<file path="config.mk">
export PLATFORM = sky130hd
export DESIGN_NAME = psi_unit
export DESIGN_NICKNAME = d
export VERILOG_FILES = /design/src/core/psi_pkg.sv /design/src/core/psi_unit.sv
export SDC_FILE = /design/constraint.sdc
export NUM_CORES = 1
export LEC_CHECK = 0
export BUFFER_PORTS_ARGS = -buffer_cell sky130_fd_sc_hd__buf_4
export CORE_MARGIN = 2
export CORE_UTILIZATION = 38
export DETAILED_ROUTE_END_ITERATION = 8
export PLACE_DENSITY = 0.73
export SETUP_SLACK_MARGIN = 0.02
export SYNTH_ARGS = -nofsm -noshare
export SYNTH_HDL_FRONTEND = slang
export SYNTH_SLANG_ARGS = --single-unit
</file>
<file path="constraint.sdc">
create_clock -name ref_clk -period 0.98 [get_ports ref_clk]
set_clock_uncertainty 0.05 [all_clocks]
set_input_delay 0.196 -clock ref_clk [delete_from_list [all_inputs] [get_ports ref_clk]]
set_output_delay 0.196 -clock ref_clk [all_outputs]
set_load 0.01 [all_outputs]
</file>
<file path="src/core/psi_pkg.sv">
// Holds the register map, field layout, reset values and carrier types
// of the PLL status and interrupt unit.
// Assumes one core clock at 40 MHz and an APB master with 32-bit data.
//
// Notes on behaviour
// - Synth lock enable set lets a latched synth loss of lock pull the irq low.
// - VCXO lock enable set lets a latched VCXO loss of lock pull the irq low.
// - Each input loss-of-signal enable gates its own latched event onto the irq.
// - Reference enable set lets a latched reference loss pull the irq low.
// - Holdover enable set lets a latched holdover entry pull the irq low.
// - Synth lock latch reads 0 after any loss since clear; write 1 clears.
// - VCXO lock latch reads 0 after any loss since clear; write 1 clears.
// - Each input signal latch reads 0 after any loss; write 1 clears.
// - Reference latch reads 0 if reference lost since clear; write 1 clears.
// - Holdover latch reads 0 after any holdover entry; write 1 clears.
// - Live synth lock bit reads 0 on loss of lock, feeds its latch.
// - Live VCXO lock bit reads 0 on loss of lock, feeds its latch.
// - Live input signal bits read 0 on loss of signal, feed latches.
// - Live reference bit reads 1 while selected input has a reference.
// - Live holdover bit reads 0 while the VCXO loop is in holdover.
// - Selection bit shows chosen input: 0 first clock, 1 second.
// - Calibration bit reads 1 while synth calibration runs, else 0.

package psi_pkg;

	// Register indices as printed; byte address is four times the index
	localparam logic [7:0]  ENABLE_IDX  = 8'h4c;
	localparam logic [7:0]  STICKY_IDX  = 8'h50;
	localparam logic [7:0]  LIVE_IDX    = 8'h51;
	localparam logic [7:0]  CAL_IDX     = 8'h53;
	localparam logic [11:0] ENABLE_ADDR = {2'b00, ENABLE_IDX, 2'b00};
	localparam logic [11:0] STICKY_ADDR = {2'b00, STICKY_IDX, 2'b00};
	localparam logic [11:0] LIVE_ADDR   = {2'b00, LIVE_IDX, 2'b00};
	localparam logic [11:0] CAL_ADDR    = {2'b00, CAL_IDX, 2'b00};

	// Field layout
	localparam int FLAGS_W = 6;
	localparam int SEL_BIT = 6;
	localparam int CAL_BIT = 2;

	// One bit per condition, in register bit order 5 down to 0
	typedef struct packed {
		logic       synth;
		logic       vcxo;
		logic       reference;
		logic       hold;
		logic [1:0] clk;
	} psi_flags_s;

	// Raw status arriving from the PLL and input monitors
	typedef struct packed {
		logic       sel;
		logic       cal;
		psi_flags_s live;
	} psi_raw_s;

	// Values after reset
	localparam psi_flags_s ENABLE_RST = 6'h00;
	localparam psi_flags_s EVENT_RST  = 6'h00;
	localparam psi_raw_s   RAW_RST    = 8'h3f;
	localparam logic       IRQ_RST    = 1'b1;

endpackage

</file>
<file path="src/core/psi_unit.sv">
// PLL status and interrupt unit: live status, sticky event latches,
// interrupt enables and an active-low interrupt request, on APB.
// Latches hold 1 for an event inside so that reset clears them with a
// constant; software reads the inverted sense, 0 meaning an event.
// Assumes raw status inputs are asynchronous to ref_clk and that the
// APB master follows the usual setup and access phases.
//
// Added by the designer: the APB interface to the registers and the register offsets.

`timescale 1ns/1ps

module psi_unit
	import psi_pkg::*;
(
	input  wire logic        ref_clk,               // Core clock, 40 MHz
	input  wire logic        rst_n,                 // Async reset, active low
	input  wire logic        psel,                  // APB select
	input  wire logic        penable,               // APB access phase
	input  wire logic        pwrite,                // APB direction, 1 = write
	input  wire logic [11:0] paddr,                 // APB byte address
	input  wire logic [31:0] pwdata,                // APB write data
	input  wire logic [3:0]  pstrb,                 // APB write strobes
	output logic      [31:0] prdata,                // APB read data
	output logic             pready,                // APB ready
	output logic             pslverr,               // APB error, unmapped address
	input  wire psi_raw_s    raw_in,                // Raw status from PLL logic
	output logic             interrupt_request_low  // Interrupt, active low
);

	////////////////////////////////////////////////////////////////////////
	// Synchronisers

	psi_raw_s   sync1;
	psi_raw_s   sync2;
	psi_flags_s bad;

	// Raw levels come from other clock domains; a single stage could hand
	// a metastable value to the latches and fake an event
	// Two stages; the first is read only by the second
	always_ff @(posedge ref_clk or negedge rst_n) begin
		if (!rst_n) begin
			sync1 <= RAW_RST;
			sync2 <= RAW_RST;
		end else begin
			sync1 <= raw_in;
			sync2 <= sync1;
		end
	end

	// A live 0 means a fault in every flag
	assign bad = ~sync2.live;

	////////////////////////////////////////////////////////////////////////
	// APB decode

	logic setup;
	logic access;
	logic hit_en;
	logic hit_stk;
	logic hit_live;
	logic hit_cal;
	logic mapped;
	logic wr_lane0;

	assign setup    = psel & ~penable;
	assign access   = psel & penable;
	assign hit_en   = (paddr == ENABLE_ADDR);
	assign hit_stk  = (paddr == STICKY_ADDR);
	assign hit_live = (paddr == LIVE_ADDR);
	assign hit_cal  = (paddr == CAL_ADDR);
	assign mapped   = hit_en | hit_stk | hit_live | hit_cal;

	// All fields live in byte lane 0; a write without it changes nothing
	assign wr_lane0 = access & pwrite & pstrb[0];

	// Zero wait states: every access phase completes at once
	assign pready = access;

	////////////////////////////////////////////////////////////////////////
	// Interrupt enables

	psi_flags_s enables;

	always_ff @(posedge ref_clk or negedge rst_n) begin
		if (!rst_n) begin
			enables <= ENABLE_RST;
		end else if (wr_lane0 && hit_en) begin
			enables <= psi_flags_s'(pwdata[FLAGS_W-1:0]);
		end
	end

	////////////////////////////////////////////////////////////////////////
	// Sticky event latches, held as 1 = event seen; read back inverted

	psi_flags_s events;
	psi_flags_s clr;
	psi_flags_s next_events;

	// Set beats clear, so a fault that is present while software clears
	// cannot slip through unseen
	// Write 1 clears; a fault present in the same cycle sets again
	always_comb begin
		clr = EVENT_RST;
		if (wr_lane0 && hit_stk) begin
			clr = psi_flags_s'(pwdata[FLAGS_W-1:0]);
		end
		next_events = (events & ~clr) | bad;
	end

	always_ff @(posedge ref_clk or negedge rst_n) begin
		if (!rst_n) begin
			events <= EVENT_RST;
		end else begin
			events <= next_events;
		end
	end

	////////////////////////////////////////////////////////////////////////
	// Interrupt request

	logic pending;
	logic next_irq_low;

	// The extra cycle is small next to the synchroniser delay
	// Registered so the pin never glitches on a decode hazard
	assign pending      = |(events & enables);
	assign next_irq_low = ~pending;

	always_ff @(posedge ref_clk or negedge rst_n) begin
		if (!rst_n) begin
			interrupt_request_low <= IRQ_RST;
		end else begin
			interrupt_request_low <= next_irq_low;
		end
	end

	////////////////////////////////////////////////////////////////////////
	// Read data, captured in the setup cycle

	logic [31:0] next_rdata;

	always_comb begin
		next_rdata = 32'h0;
		if (hit_en) begin
			next_rdata[FLAGS_W-1:0] = enables;
		end
		if (hit_stk) begin
			next_rdata[FLAGS_W-1:0] = ~events;
		end
		if (hit_live) begin
			next_rdata[FLAGS_W-1:0] = sync2.live;
			next_rdata[SEL_BIT]     = sync2.sel;
		end
		if (hit_cal) begin
			next_rdata[CAL_BIT] = sync2.cal;
		end
	end

	// Captured at setup so that the access phase, with pready high at
	// once, already sees settled data
	// Data and error stand from setup through the access phase
	always_ff @(posedge ref_clk or negedge rst_n) begin
		if (!rst_n) begin
			prdata  <= 32'h0;
			pslverr <= 1'b0;
		end else if (setup) begin
			prdata  <= pwrite ? 32'h0 : next_rdata;
			pslverr <= ~mapped;
		end
	end

	////////////////////////////////////////////////////////////////////////
	// Checks

	a_synth_irq_gate: assert property (@(posedge ref_clk) disable iff (!rst_n)
		events.synth && enables.synth |=> !interrupt_request_low)
		else $error("synth lock event enabled but irq not low");

	a_vcxo_irq_gate: assert property (@(posedge ref_clk) disable iff (!rst_n)
		events.vcxo && enables.vcxo |=> !interrupt_request_low)
		else $error("vcxo lock event enabled but irq not low");

	a_clk_irq_gate: assert property (@(posedge ref_clk) disable iff (!rst_n)
		|(events.clk & enables.clk) |=> !interrupt_request_low)
		else $error("input los event enabled but irq not low");

	a_ref_irq_gate: assert property (@(posedge ref_clk) disable iff (!rst_n)
		events.reference && enables.reference |=> !interrupt_request_low)
		else $error("reference event enabled but irq not low");

	a_hold_irq_gate: assert property (@(posedge ref_clk) disable iff (!rst_n)
		events.hold && enables.hold |=> !interrupt_request_low)
		else $error("holdover event enabled but irq not low");

	a_irq_release: assert property (@(posedge ref_clk) disable iff (!rst_n)
		(events & enables) == EVENT_RST |=> interrupt_request_low)
		else $error("irq low with nothing enabled pending");

	a_fault_sets_latch: assert property (@(posedge ref_clk) disable iff (!rst_n)
		bad != EVENT_RST |=> (events & $past(bad)) == $past(bad))
		else $error("live fault did not set its latch");

	a_synth_w1c: assert property (@(posedge ref_clk) disable iff (!rst_n)
		wr_lane0 && hit_stk && pwdata[5] && !bad.synth |=> !events.synth)
		else $error("synth latch not cleared by write one");

	a_vcxo_w1c: assert property (@(posedge ref_clk) disable iff (!rst_n)
		wr_lane0 && hit_stk && pwdata[4] && !bad.vcxo |=> !events.vcxo)
		else $error("vcxo latch not cleared by write one");

	a_clk0_w1c: assert property (@(posedge ref_clk) disable iff (!rst_n)
		wr_lane0 && hit_stk && pwdata[0] && !bad.clk[0] |=> !events.clk[0])
		else $error("input latch not cleared by write one");

	a_ref_w1c: assert property (@(posedge ref_clk) disable iff (!rst_n)
		wr_lane0 && hit_stk && pwdata[3] && !bad.reference |=> !events.reference)
		else $error("reference latch not cleared by write one");

	a_hold_w1c: assert property (@(posedge ref_clk) disable iff (!rst_n)
		wr_lane0 && hit_stk && pwdata[2] && !bad.hold |=> !events.hold)
		else $error("holdover latch not cleared by write one");

	a_live_readback: assert property (@(posedge ref_clk) disable iff (!rst_n)
		setup && !pwrite && hit_live
		|=> prdata[SEL_BIT:0] == {$past(sync2.sel), $past(sync2.live)})
		else $error("live status read mismatch");

	a_cal_readback: assert property (@(posedge ref_clk) disable iff (!rst_n)
		setup && !pwrite && hit_cal |=> prdata[CAL_BIT] == $past(sync2.cal))
		else $error("calibration status read mismatch");

	a_sticky_readback: assert property (@(posedge ref_clk) disable iff (!rst_n)
		setup && !pwrite && hit_stk |=> prdata[FLAGS_W-1:0] == ~$past(events))
		else $error("sticky read is not inverted latch state");

	////////////////////////////////////////////////////////////////////////
	// Interrupt masking and cause
	// A pending event with its enable clear, and no enabled event pending, must leave the pin high

	a_synth_irq_mask: assert property (@(posedge ref_clk) disable iff (!rst_n)
		events.synth && !enables.synth && (events & enables) == EVENT_RST
		|=> interrupt_request_low)
		else $error("masked synth event drove irq");

	a_vcxo_irq_mask: assert property (@(posedge ref_clk) disable iff (!rst_n)
		events.vcxo && !enables.vcxo && (events & enables) == EVENT_RST
		|=> interrupt_request_low)
		else $error("masked vcxo event drove irq");

	a_clk_irq_mask: assert property (@(posedge ref_clk) disable iff (!rst_n)
		(events.clk & ~enables.clk) != 2'h0 && (events & enables) == EVENT_RST
		|=> interrupt_request_low)
		else $error("masked input los event drove irq");

	a_ref_irq_mask: assert property (@(posedge ref_clk) disable iff (!rst_n)
		events.reference && !enables.reference && (events & enables) == EVENT_RST
		|=> interrupt_request_low)
		else $error("masked reference event drove irq");

	a_hold_irq_mask: assert property (@(posedge ref_clk) disable iff (!rst_n)
		events.hold && !enables.hold && (events & enables) == EVENT_RST
		|=> interrupt_request_low)
		else $error("masked holdover event drove irq");

	a_idle_irq_high: assert property (@(posedge ref_clk) disable iff (!rst_n)
		enables == ENABLE_RST
		|=> interrupt_request_low)
		else $error("irq low with every enable clear");

	a_irq_has_cause: assert property (@(posedge ref_clk) disable iff (!rst_n)
		!interrupt_request_low
		|-> $past((events & enables) != EVENT_RST))
		else $error("irq low without an enabled pending event");

	a_irq_steady: assert property (@(posedge ref_clk) disable iff (!rst_n)
		$stable(events & enables)
		|=> $stable(interrupt_request_low))
		else $error("irq moved with no change in pending events");

	////////////////////////////////////////////////////////////////////////
	// Latch behaviour
	// Only a live fault sets a latch and only a write of 1 clears it

	a_clk1_w1c: assert property (@(posedge ref_clk) disable iff (!rst_n)
		wr_lane0 && hit_stk && pwdata[1] && !bad.clk[1]
		|=> !events.clk[1])
		else $error("second input latch not cleared by write one");

	a_latch_keeps: assert property (@(posedge ref_clk) disable iff (!rst_n)
		events != EVENT_RST && !(wr_lane0 && hit_stk)
		|=> (events & $past(events)) == $past(events))
		else $error("latch lost an event without a clear");

	a_clear_others: assert property (@(posedge ref_clk) disable iff (!rst_n)
		wr_lane0 && hit_stk
		|=> (events & $past(events & ~clr)) == $past(events & ~clr))
		else $error("clear write dropped a latch written as zero");

	a_no_false_set: assert property (@(posedge ref_clk) disable iff (!rst_n)
		bad == EVENT_RST
		|=> (events & ~$past(events)) == EVENT_RST)
		else $error("latch set with no live fault");

	a_read_keeps: assert property (@(posedge ref_clk) disable iff (!rst_n)
		setup && !pwrite && hit_stk && bad == EVENT_RST
		|=> events == $past(events))
		else $error("sticky read changed the latches");

	a_ro_write_keeps: assert property (@(posedge ref_clk) disable iff (!rst_n)
		wr_lane0 && (hit_live || hit_cal) && bad == EVENT_RST
		|=> events == $past(events) && $stable(enables))
		else $error("write to read-only status changed state");

	a_lane_gate: assert property (@(posedge ref_clk) disable iff (!rst_n)
		access && pwrite && !pstrb[0] && bad == EVENT_RST
		|=> events == $past(events) && $stable(enables))
		else $error("write without lane 0 changed state");

	////////////////////////////////////////////////////////////////////////
	// Enable register
	// Plain read and write storage, touched only by its own address

	a_enable_write: assert property (@(posedge ref_clk) disable iff (!rst_n)
		wr_lane0 && hit_en
		|=> enables == psi_flags_s'($past(pwdata[FLAGS_W-1:0])))
		else $error("enable write did not land");

	a_enable_keeps: assert property (@(posedge ref_clk) disable iff (!rst_n)
		!(wr_lane0 && hit_en)
		|=> $stable(enables))
		else $error("enables changed without a write");

	a_enable_readback: assert property (@(posedge ref_clk) disable iff (!rst_n)
		setup && !pwrite && hit_en
		|=> prdata[FLAGS_W-1:0] == $past(enables))
		else $error("enable read mismatch");

	////////////////////////////////////////////////////////////////////////
	// Bus response
	// Read data and error are set at setup and stand until the next one

	a_reserved_zero: assert property (@(posedge ref_clk) disable iff (!rst_n)
		setup && !pwrite
		|=> prdata[31:7] == 25'h0)
		else $error("reserved read bits not zero");

	a_cal_only_bit: assert property (@(posedge ref_clk) disable iff (!rst_n)
		setup && !pwrite && hit_cal
		|=> (prdata & ~(32'h1 << CAL_BIT)) == 32'h0)
		else $error("calibration read shows other bits");

	a_write_reads_zero: assert property (@(posedge ref_clk) disable iff (!rst_n)
		setup && pwrite
		|=> prdata == 32'h0)
		else $error("read data not zero during a write");

	a_unmapped_error: assert property (@(posedge ref_clk) disable iff (!rst_n)
		setup && !mapped
		|=> pslverr && prdata == 32'h0)
		else $error("unmapped address not refused");

	a_mapped_no_error: assert property (@(posedge ref_clk) disable iff (!rst_n)
		setup && mapped
		|=> !pslverr)
		else $error("mapped address flagged as error");

	a_rdata_holds: assert property (@(posedge ref_clk) disable iff (!rst_n)
		!setup
		|=> $stable(prdata) && $stable(pslverr))
		else $error("read data or error moved outside setup");

	a_ready_in_access: assert property (@(posedge ref_clk) disable iff (!rst_n)
		psel && penable
		|-> pready)
		else $error("access phase without ready");

	a_ready_only_access: assert property (@(posedge ref_clk) disable iff (!rst_n)
		pready
		|-> psel && penable)
		else $error("ready outside an access phase");

endmodule // psi_unit

</file>
==> flow_summary.html <==
<table>
<tr><th>Metric</th><th>Value</th></tr>
<tr><th colspan="2">Floorplan</th></tr>
<tr><td>Floorplan die width</td><td>70.7 um</td></tr>
<tr><td>Floorplan die area</td><td>0.00499 mm^2</td></tr>
<tr><td>Cell Rows</td><td>24</td></tr>
<tr><td>Core area</td><td>0.00432 mm^2</td></tr>
<tr><td>Effective utilization at floorplan</td><td>0.391</td></tr>
<tr><td>Height of the chip</td><td>70.7 um</td></tr>
<tr><td>Ports placed on the boundary</td><td>96</td></tr>
<tr><th colspan="2">Clocking</th></tr>
<tr><td>Clock sink count</td><td>37</td></tr>
<tr><td>Clock root cell</td><td>sky130_fd_sc_hd__clkbuf_8</td></tr>
<tr><td>Maximum clock insertion buffer count</td><td>2</td></tr>
<tr><td>Clock input transition at the sequential cells of the worst setup and hold paths</td><td>around 0.070 ns</td></tr>
<tr><td>Insertion delay of the later-clocked pin in the worst-skew pair</td><td>0.28 ns</td></tr>
<tr><td>CTS tree</td><td>done</td></tr>
<tr><td>H-Tree Level Count</td><td>2</td></tr>
<tr><td>Number of buffers created by CTS</td><td>5</td></tr>
<tr><th colspan="2">Route</th></tr>
<tr><td>Wire length per cell</td><td>13.1 um</td></tr>
<tr><td>Routed wire length</td><td>between 3000 and 4000 um</td></tr>
<tr><td>Detailed router's first-iteration violation count</td><td>between 60 and 70</td></tr>
<tr><td>Number of DRC violations after detailed routing</td><td>0</td></tr>
<tr><td>Detail-routed via count per cell</td><td>4.68</td></tr>
<tr><td>First-pass iteration count of the detailed router</td><td>4</td></tr>
<tr><td>Count of antenna-violating nets left after detailed routing</td><td>0</td></tr>
<tr><td>Vias post-DR</td><td>1287</td></tr>
<tr><th colspan="2">Timing</th></tr>
<tr><td>Maximum clock frequency</td><td>730 MHz</td></tr>
<tr><td>Fin. max-slew vios</td><td>0</td></tr>
<tr><td>Worst Setup Slack, final</td><td>-0.390 ns</td></tr>
<tr><td>Unrepaired setup endpoints after global routing</td><td>yes</td></tr>
<tr><td>Portion of the clock cycle consumed by the worst path in the final layout</td><td>1.40</td></tr>
<tr><td>Aggregate negative setup slack</td><td>-7.31 ns</td></tr>
<tr><td>Number of setup violations in the final report</td><td>30</td></tr>
<tr><td>Count of endpoints failing hold in the final timing report</td><td>0</td></tr>
<tr><td>Final worst path period need</td><td>1.37 ns</td></tr>
<tr><th colspan="2">Pwr</th></tr>
<tr><td>Power per cell area</td><td>1210 mW/mm^2</td></tr>
<tr><td>Leakage Power</td><td>1.13 nW</td></tr>
<tr><td>VDD IR max</td><td>0.000708 V</td></tr>
<tr><th colspan="2">Yosys</th></tr>
<tr><td>Syn Std Cell Area</td><td>about 0.0017 mm^2</td></tr>
<tr><td>Mapped Cells</td><td>141</td></tr>
<tr><td>Largest area contributor in the synthesized netlist</td><td>sky130_fd_sc_hd__dfrtp_1</td></tr>
<tr><td>Portion of synthesized cell area occupied by the leading cell type</td><td>0.356</td></tr>
<tr><td>Mean cell area of the mapped netlist</td><td>12.0 um^2</td></tr>
<tr><td>Sequential cell area fraction in the yosys report</td><td>0.558</td></tr>
<tr><td>Flops &amp; latches, synth</td><td>37</td></tr>
<tr><td>Cell types with the largest area share after synthesis</td><td>sky130_fd_sc_hd__dfrtp_1 36%, sky130_fd_sc_hd__dfstp_2 20%, sky130_fd_sc_hd__buf_4 11%</td></tr>
<tr><td>Ys Warns</td><td>0</td></tr>
<tr><td>Post-synth cell types</td><td>36</td></tr>
<tr><th colspan="2">Critical path</th></tr>
<tr><td>Register-to-Register Path Depth</td><td>4</td></tr>
<tr><td>Endpoint arrival time on the critical path</td><td>1.49 ns</td></tr>
<tr><td>Cell with the biggest individual delay on the critical path</td><td>sky130_fd_sc_hd__or4b_4</td></tr>
<tr><td>Delay of the slowest cell on the worst path</td><td>0.58 ns</td></tr>
<tr><td>Crit start category</td><td>input port</td></tr>
<tr><td>Destination of the critical timing path</td><td>enables[2]</td></tr>
<tr><td>CP Data Required Time</td><td>~1.1 ns</td></tr>
<tr><td>Endpoint of the most critical register-to-register path</td><td>prdata[2]</td></tr>
<tr><td>Start of the worst register-to-register path</td><td>sync2[2]</td></tr>
<tr><td>Critical-path maximum fanout</td><td>6</td></tr>
<tr><td>Series of cell instances along the critical path</td><td>buf_6 -&gt; or4b_4 -&gt; nor2_4 -&gt; nand4_4 -&gt; mux2_2</td></tr>
<tr><td>Crit path from</td><td>paddr[9]</td></tr>
<tr><td>Crit. End Element</td><td>flip-flop</td></tr>
<tr><td>Setup slack, reg-to-reg</td><td>-0.13 ns</td></tr>
<tr><td>Type of the worst setup path</td><td>in2reg</td></tr>
<tr><th colspan="2">Placed design</th></tr>
<tr><td>Post-placement cell count</td><td>252</td></tr>
<tr><td>Port Buf Inserts</td><td>41</td></tr>
<tr><td>Instance area at placement</td><td>0.00213 mm^2</td></tr>
<tr><td>GPL Wtd Cong</td><td>0.774</td></tr>
<tr><td>HPWL after detailed placement</td><td>2560 um</td></tr>
<tr><th colspan="2">Cells and area</th></tr>
<tr><td>P&amp;R area growth vs syn</td><td>45.6%</td></tr>
<tr><td>Layout cell share with drive strength beyond 1</td><td>0.493</td></tr>
<tr><td>Top library cells by usage in the layout, fill and taps aside</td><td>56 x sky130_fd_sc_hd__buf_4, 25 x sky130_fd_sc_hd__conb_1, 24 x sky130_fd_sc_hd__dfrtp_1</td></tr>
<tr><td>Non-filler cells in the finished layout</td><td>around 280</td></tr>
<tr><td>Most common library cell in the layout ignoring fill and taps</td><td>sky130_fd_sc_hd__buf_4</td></tr>
<tr><td>Design area</td><td>0.00246 mm^2</td></tr>
<tr><td>Total Nets Final</td><td>~280</td></tr>
<tr><td>Number of antenna repair diodes</td><td>0</td></tr>
<tr><th colspan="2">GRT</th></tr>
<tr><td>Maximum number of pins on one net before global-route repair</td><td>38</td></tr>
<tr><td>All-layer global routing usage</td><td>0.153</td></tr>
<tr><td>Wire length of the first global-routing pass</td><td>between 5000 and 6000 um</td></tr>
<tr><td>Via count of the first global-routing pass</td><td>1262</td></tr>
<tr><td>Sum of overflow across all layers after global routing</td><td>0</td></tr>
<tr><td>Antenna violations before repair</td><td>0</td></tr>
<tr><th colspan="2">Run status</th></tr>
<tr><td>Result of the run</td><td>finished with violations</td></tr>
<tr><td>Failing checks</td><td>negative setup slack</td></tr>
<tr><th colspan="2">Job</th></tr>
<tr><td>Number of maximum-capacitance violations</td><td>0</td></tr>
<tr><th colspan="2">Hold path</th></tr>
<tr><td>Class of the worst hold path</td><td>in2reg</td></tr>
</table>
-- power by group --
part           leakage, nW  total (mW)  switching, mW  internal [mW]
clock               0.0455        1.06          0.487          0.573
combinational        0.662       0.325          0.165          0.159
sequential           0.426        1.60         0.0152           1.58
total                 1.13        2.98          0.668           2.31
-- flip-flops by register name (all words and copies together), names as in the netlist --
name and count:
pslverr 1, sync2 8, enables 6, events 6, prdata 7, sync1 8
interrupt_request_low 1
-- critical path, delay by kind of cell --
family                 cells  cell delay (ns)
AND/OR/NAND/NOR            3             0.88
buffers and inverters      1             0.09
multiplexers               1             0.32
-- layout make-up --
class                      instances  area [um^2]
inverter                           1         3.75
fill                             389         1860
multi-input combinational         99          702
timing repair buffer              78          657
clock buffer                       8         90.1
sequential                        37          942
tap                               52         65.1
-- worst min path at each step --
stage                      end  startpoint  cells past startpoint  slack [ns]
CTS                 enables[5]   pwdata[5]                      2        0.09
finish              enables[5]   pwdata[5]                      2         0.1
floorplan           enables[0]       rst_n                      0       -0.15
detailed placement   prdata[3]       rst_n                      1        0.13
global placement     prdata[3]       rst_n                      1        0.13
global route        enables[5]   pwdata[5]                      2        0.09
-- Yosys cell counts --
cell type	n
sky130_fd_sc_hd__a21o_1	1
sky130_fd_sc_hd__a21oi_1	5
sky130_fd_sc_hd__a221oi_1	1
sky130_fd_sc_hd__a22o_1	1
sky130_fd_sc_hd__a22oi_1	3
sky130_fd_sc_hd__a32o_1	1
sky130_fd_sc_hd__a32oi_1	5
sky130_fd_sc_hd__and2_1	1
sky130_fd_sc_hd__and3b_1	1
sky130_fd_sc_hd__and4_1	1
sky130_fd_sc_hd__buf_1	1
sky130_fd_sc_hd__buf_4	25
sky130_fd_sc_hd__clkbuf_1	2
sky130_fd_sc_hd__conb_1	1
sky130_fd_sc_hd__dfrtp_1	24
sky130_fd_sc_hd__dfstp_2	13
sky130_fd_sc_hd__inv_1	1
sky130_fd_sc_hd__mux2_2	6
sky130_fd_sc_hd__mux2i_1	1
sky130_fd_sc_hd__nand2_1	13
sky130_fd_sc_hd__nand2b_1	1
sky130_fd_sc_hd__nand3_1	1
sky130_fd_sc_hd__nand4_4	1
sky130_fd_sc_hd__nand4bb_1	2
sky130_fd_sc_hd__nor2_1	6
sky130_fd_sc_hd__nor2_4	1
sky130_fd_sc_hd__nor3_1	1
sky130_fd_sc_hd__nor3b_1	1
sky130_fd_sc_hd__nor4_1	1
sky130_fd_sc_hd__nor4_2	1
sky130_fd_sc_hd__nor4_4	2
sky130_fd_sc_hd__o21ai_0	11
sky130_fd_sc_hd__o2bb2ai_1	1
sky130_fd_sc_hd__o31ai_1	2
sky130_fd_sc_hd__or3b_2	1
sky130_fd_sc_hd__or4b_4	1
-- what timing repair did --
| action | in CTS | in global routing |
|---|---|---|
| buffers inserted | 3 | 3 |
| hold endpoints to repair | 32 | 0 |
| gates resized for setup | 28 | 5 |
| hold buffers | 9 | 0 |
| pin swaps | 16 | 1 |
| setup endpoints to repair | 30 | 30 |
-- cells by family after synthesis --
family | count (synthesis) | synth area share
AOI/OAI and AO/OA | 31 | 0.121
other | 1 | 0.00222
muxes | 7 | 0.0459
and+or+nand+nor | 36 | 0.153
buffers and inverters | 29 | 0.120
DFF | 37 | 0.558
-- per-stage QoR --
stage / utilization / total power [mW] / hold WS, ns / worst slack (ns)
2_1_floorplan: - / 1.78 / -0.150 / -0.497
3_3_place_gp: 0.493 / 1.91 / 0.132 / -0.741
3_5_place_dp: 0.493 / 1.91 / 0.135 / -0.771
4_1_cts: 0.558 / 3.03 / 0.0884 / -0.383
5_1_grt: 0.569 / 3.13 / 0.0877 / -0.414
6_report: 0.569 / 2.98 / 0.0995 / -0.390
-- layer usage --
layer / routed length, um / share of wire / up-vias / GRT usage
li1: - / - / 617 / -
met1: 1580 / 0.44 / 623 / 0.192
met2: 1710 / 0.47 / 41 / 0.235
met3: 251 / 0.070 / 6 / 0.0556
met4: 65 / 0.018 / 0 / 0.0713
met5: 0 / 0 / - / 0
Power figures use the tool's default switching activity.
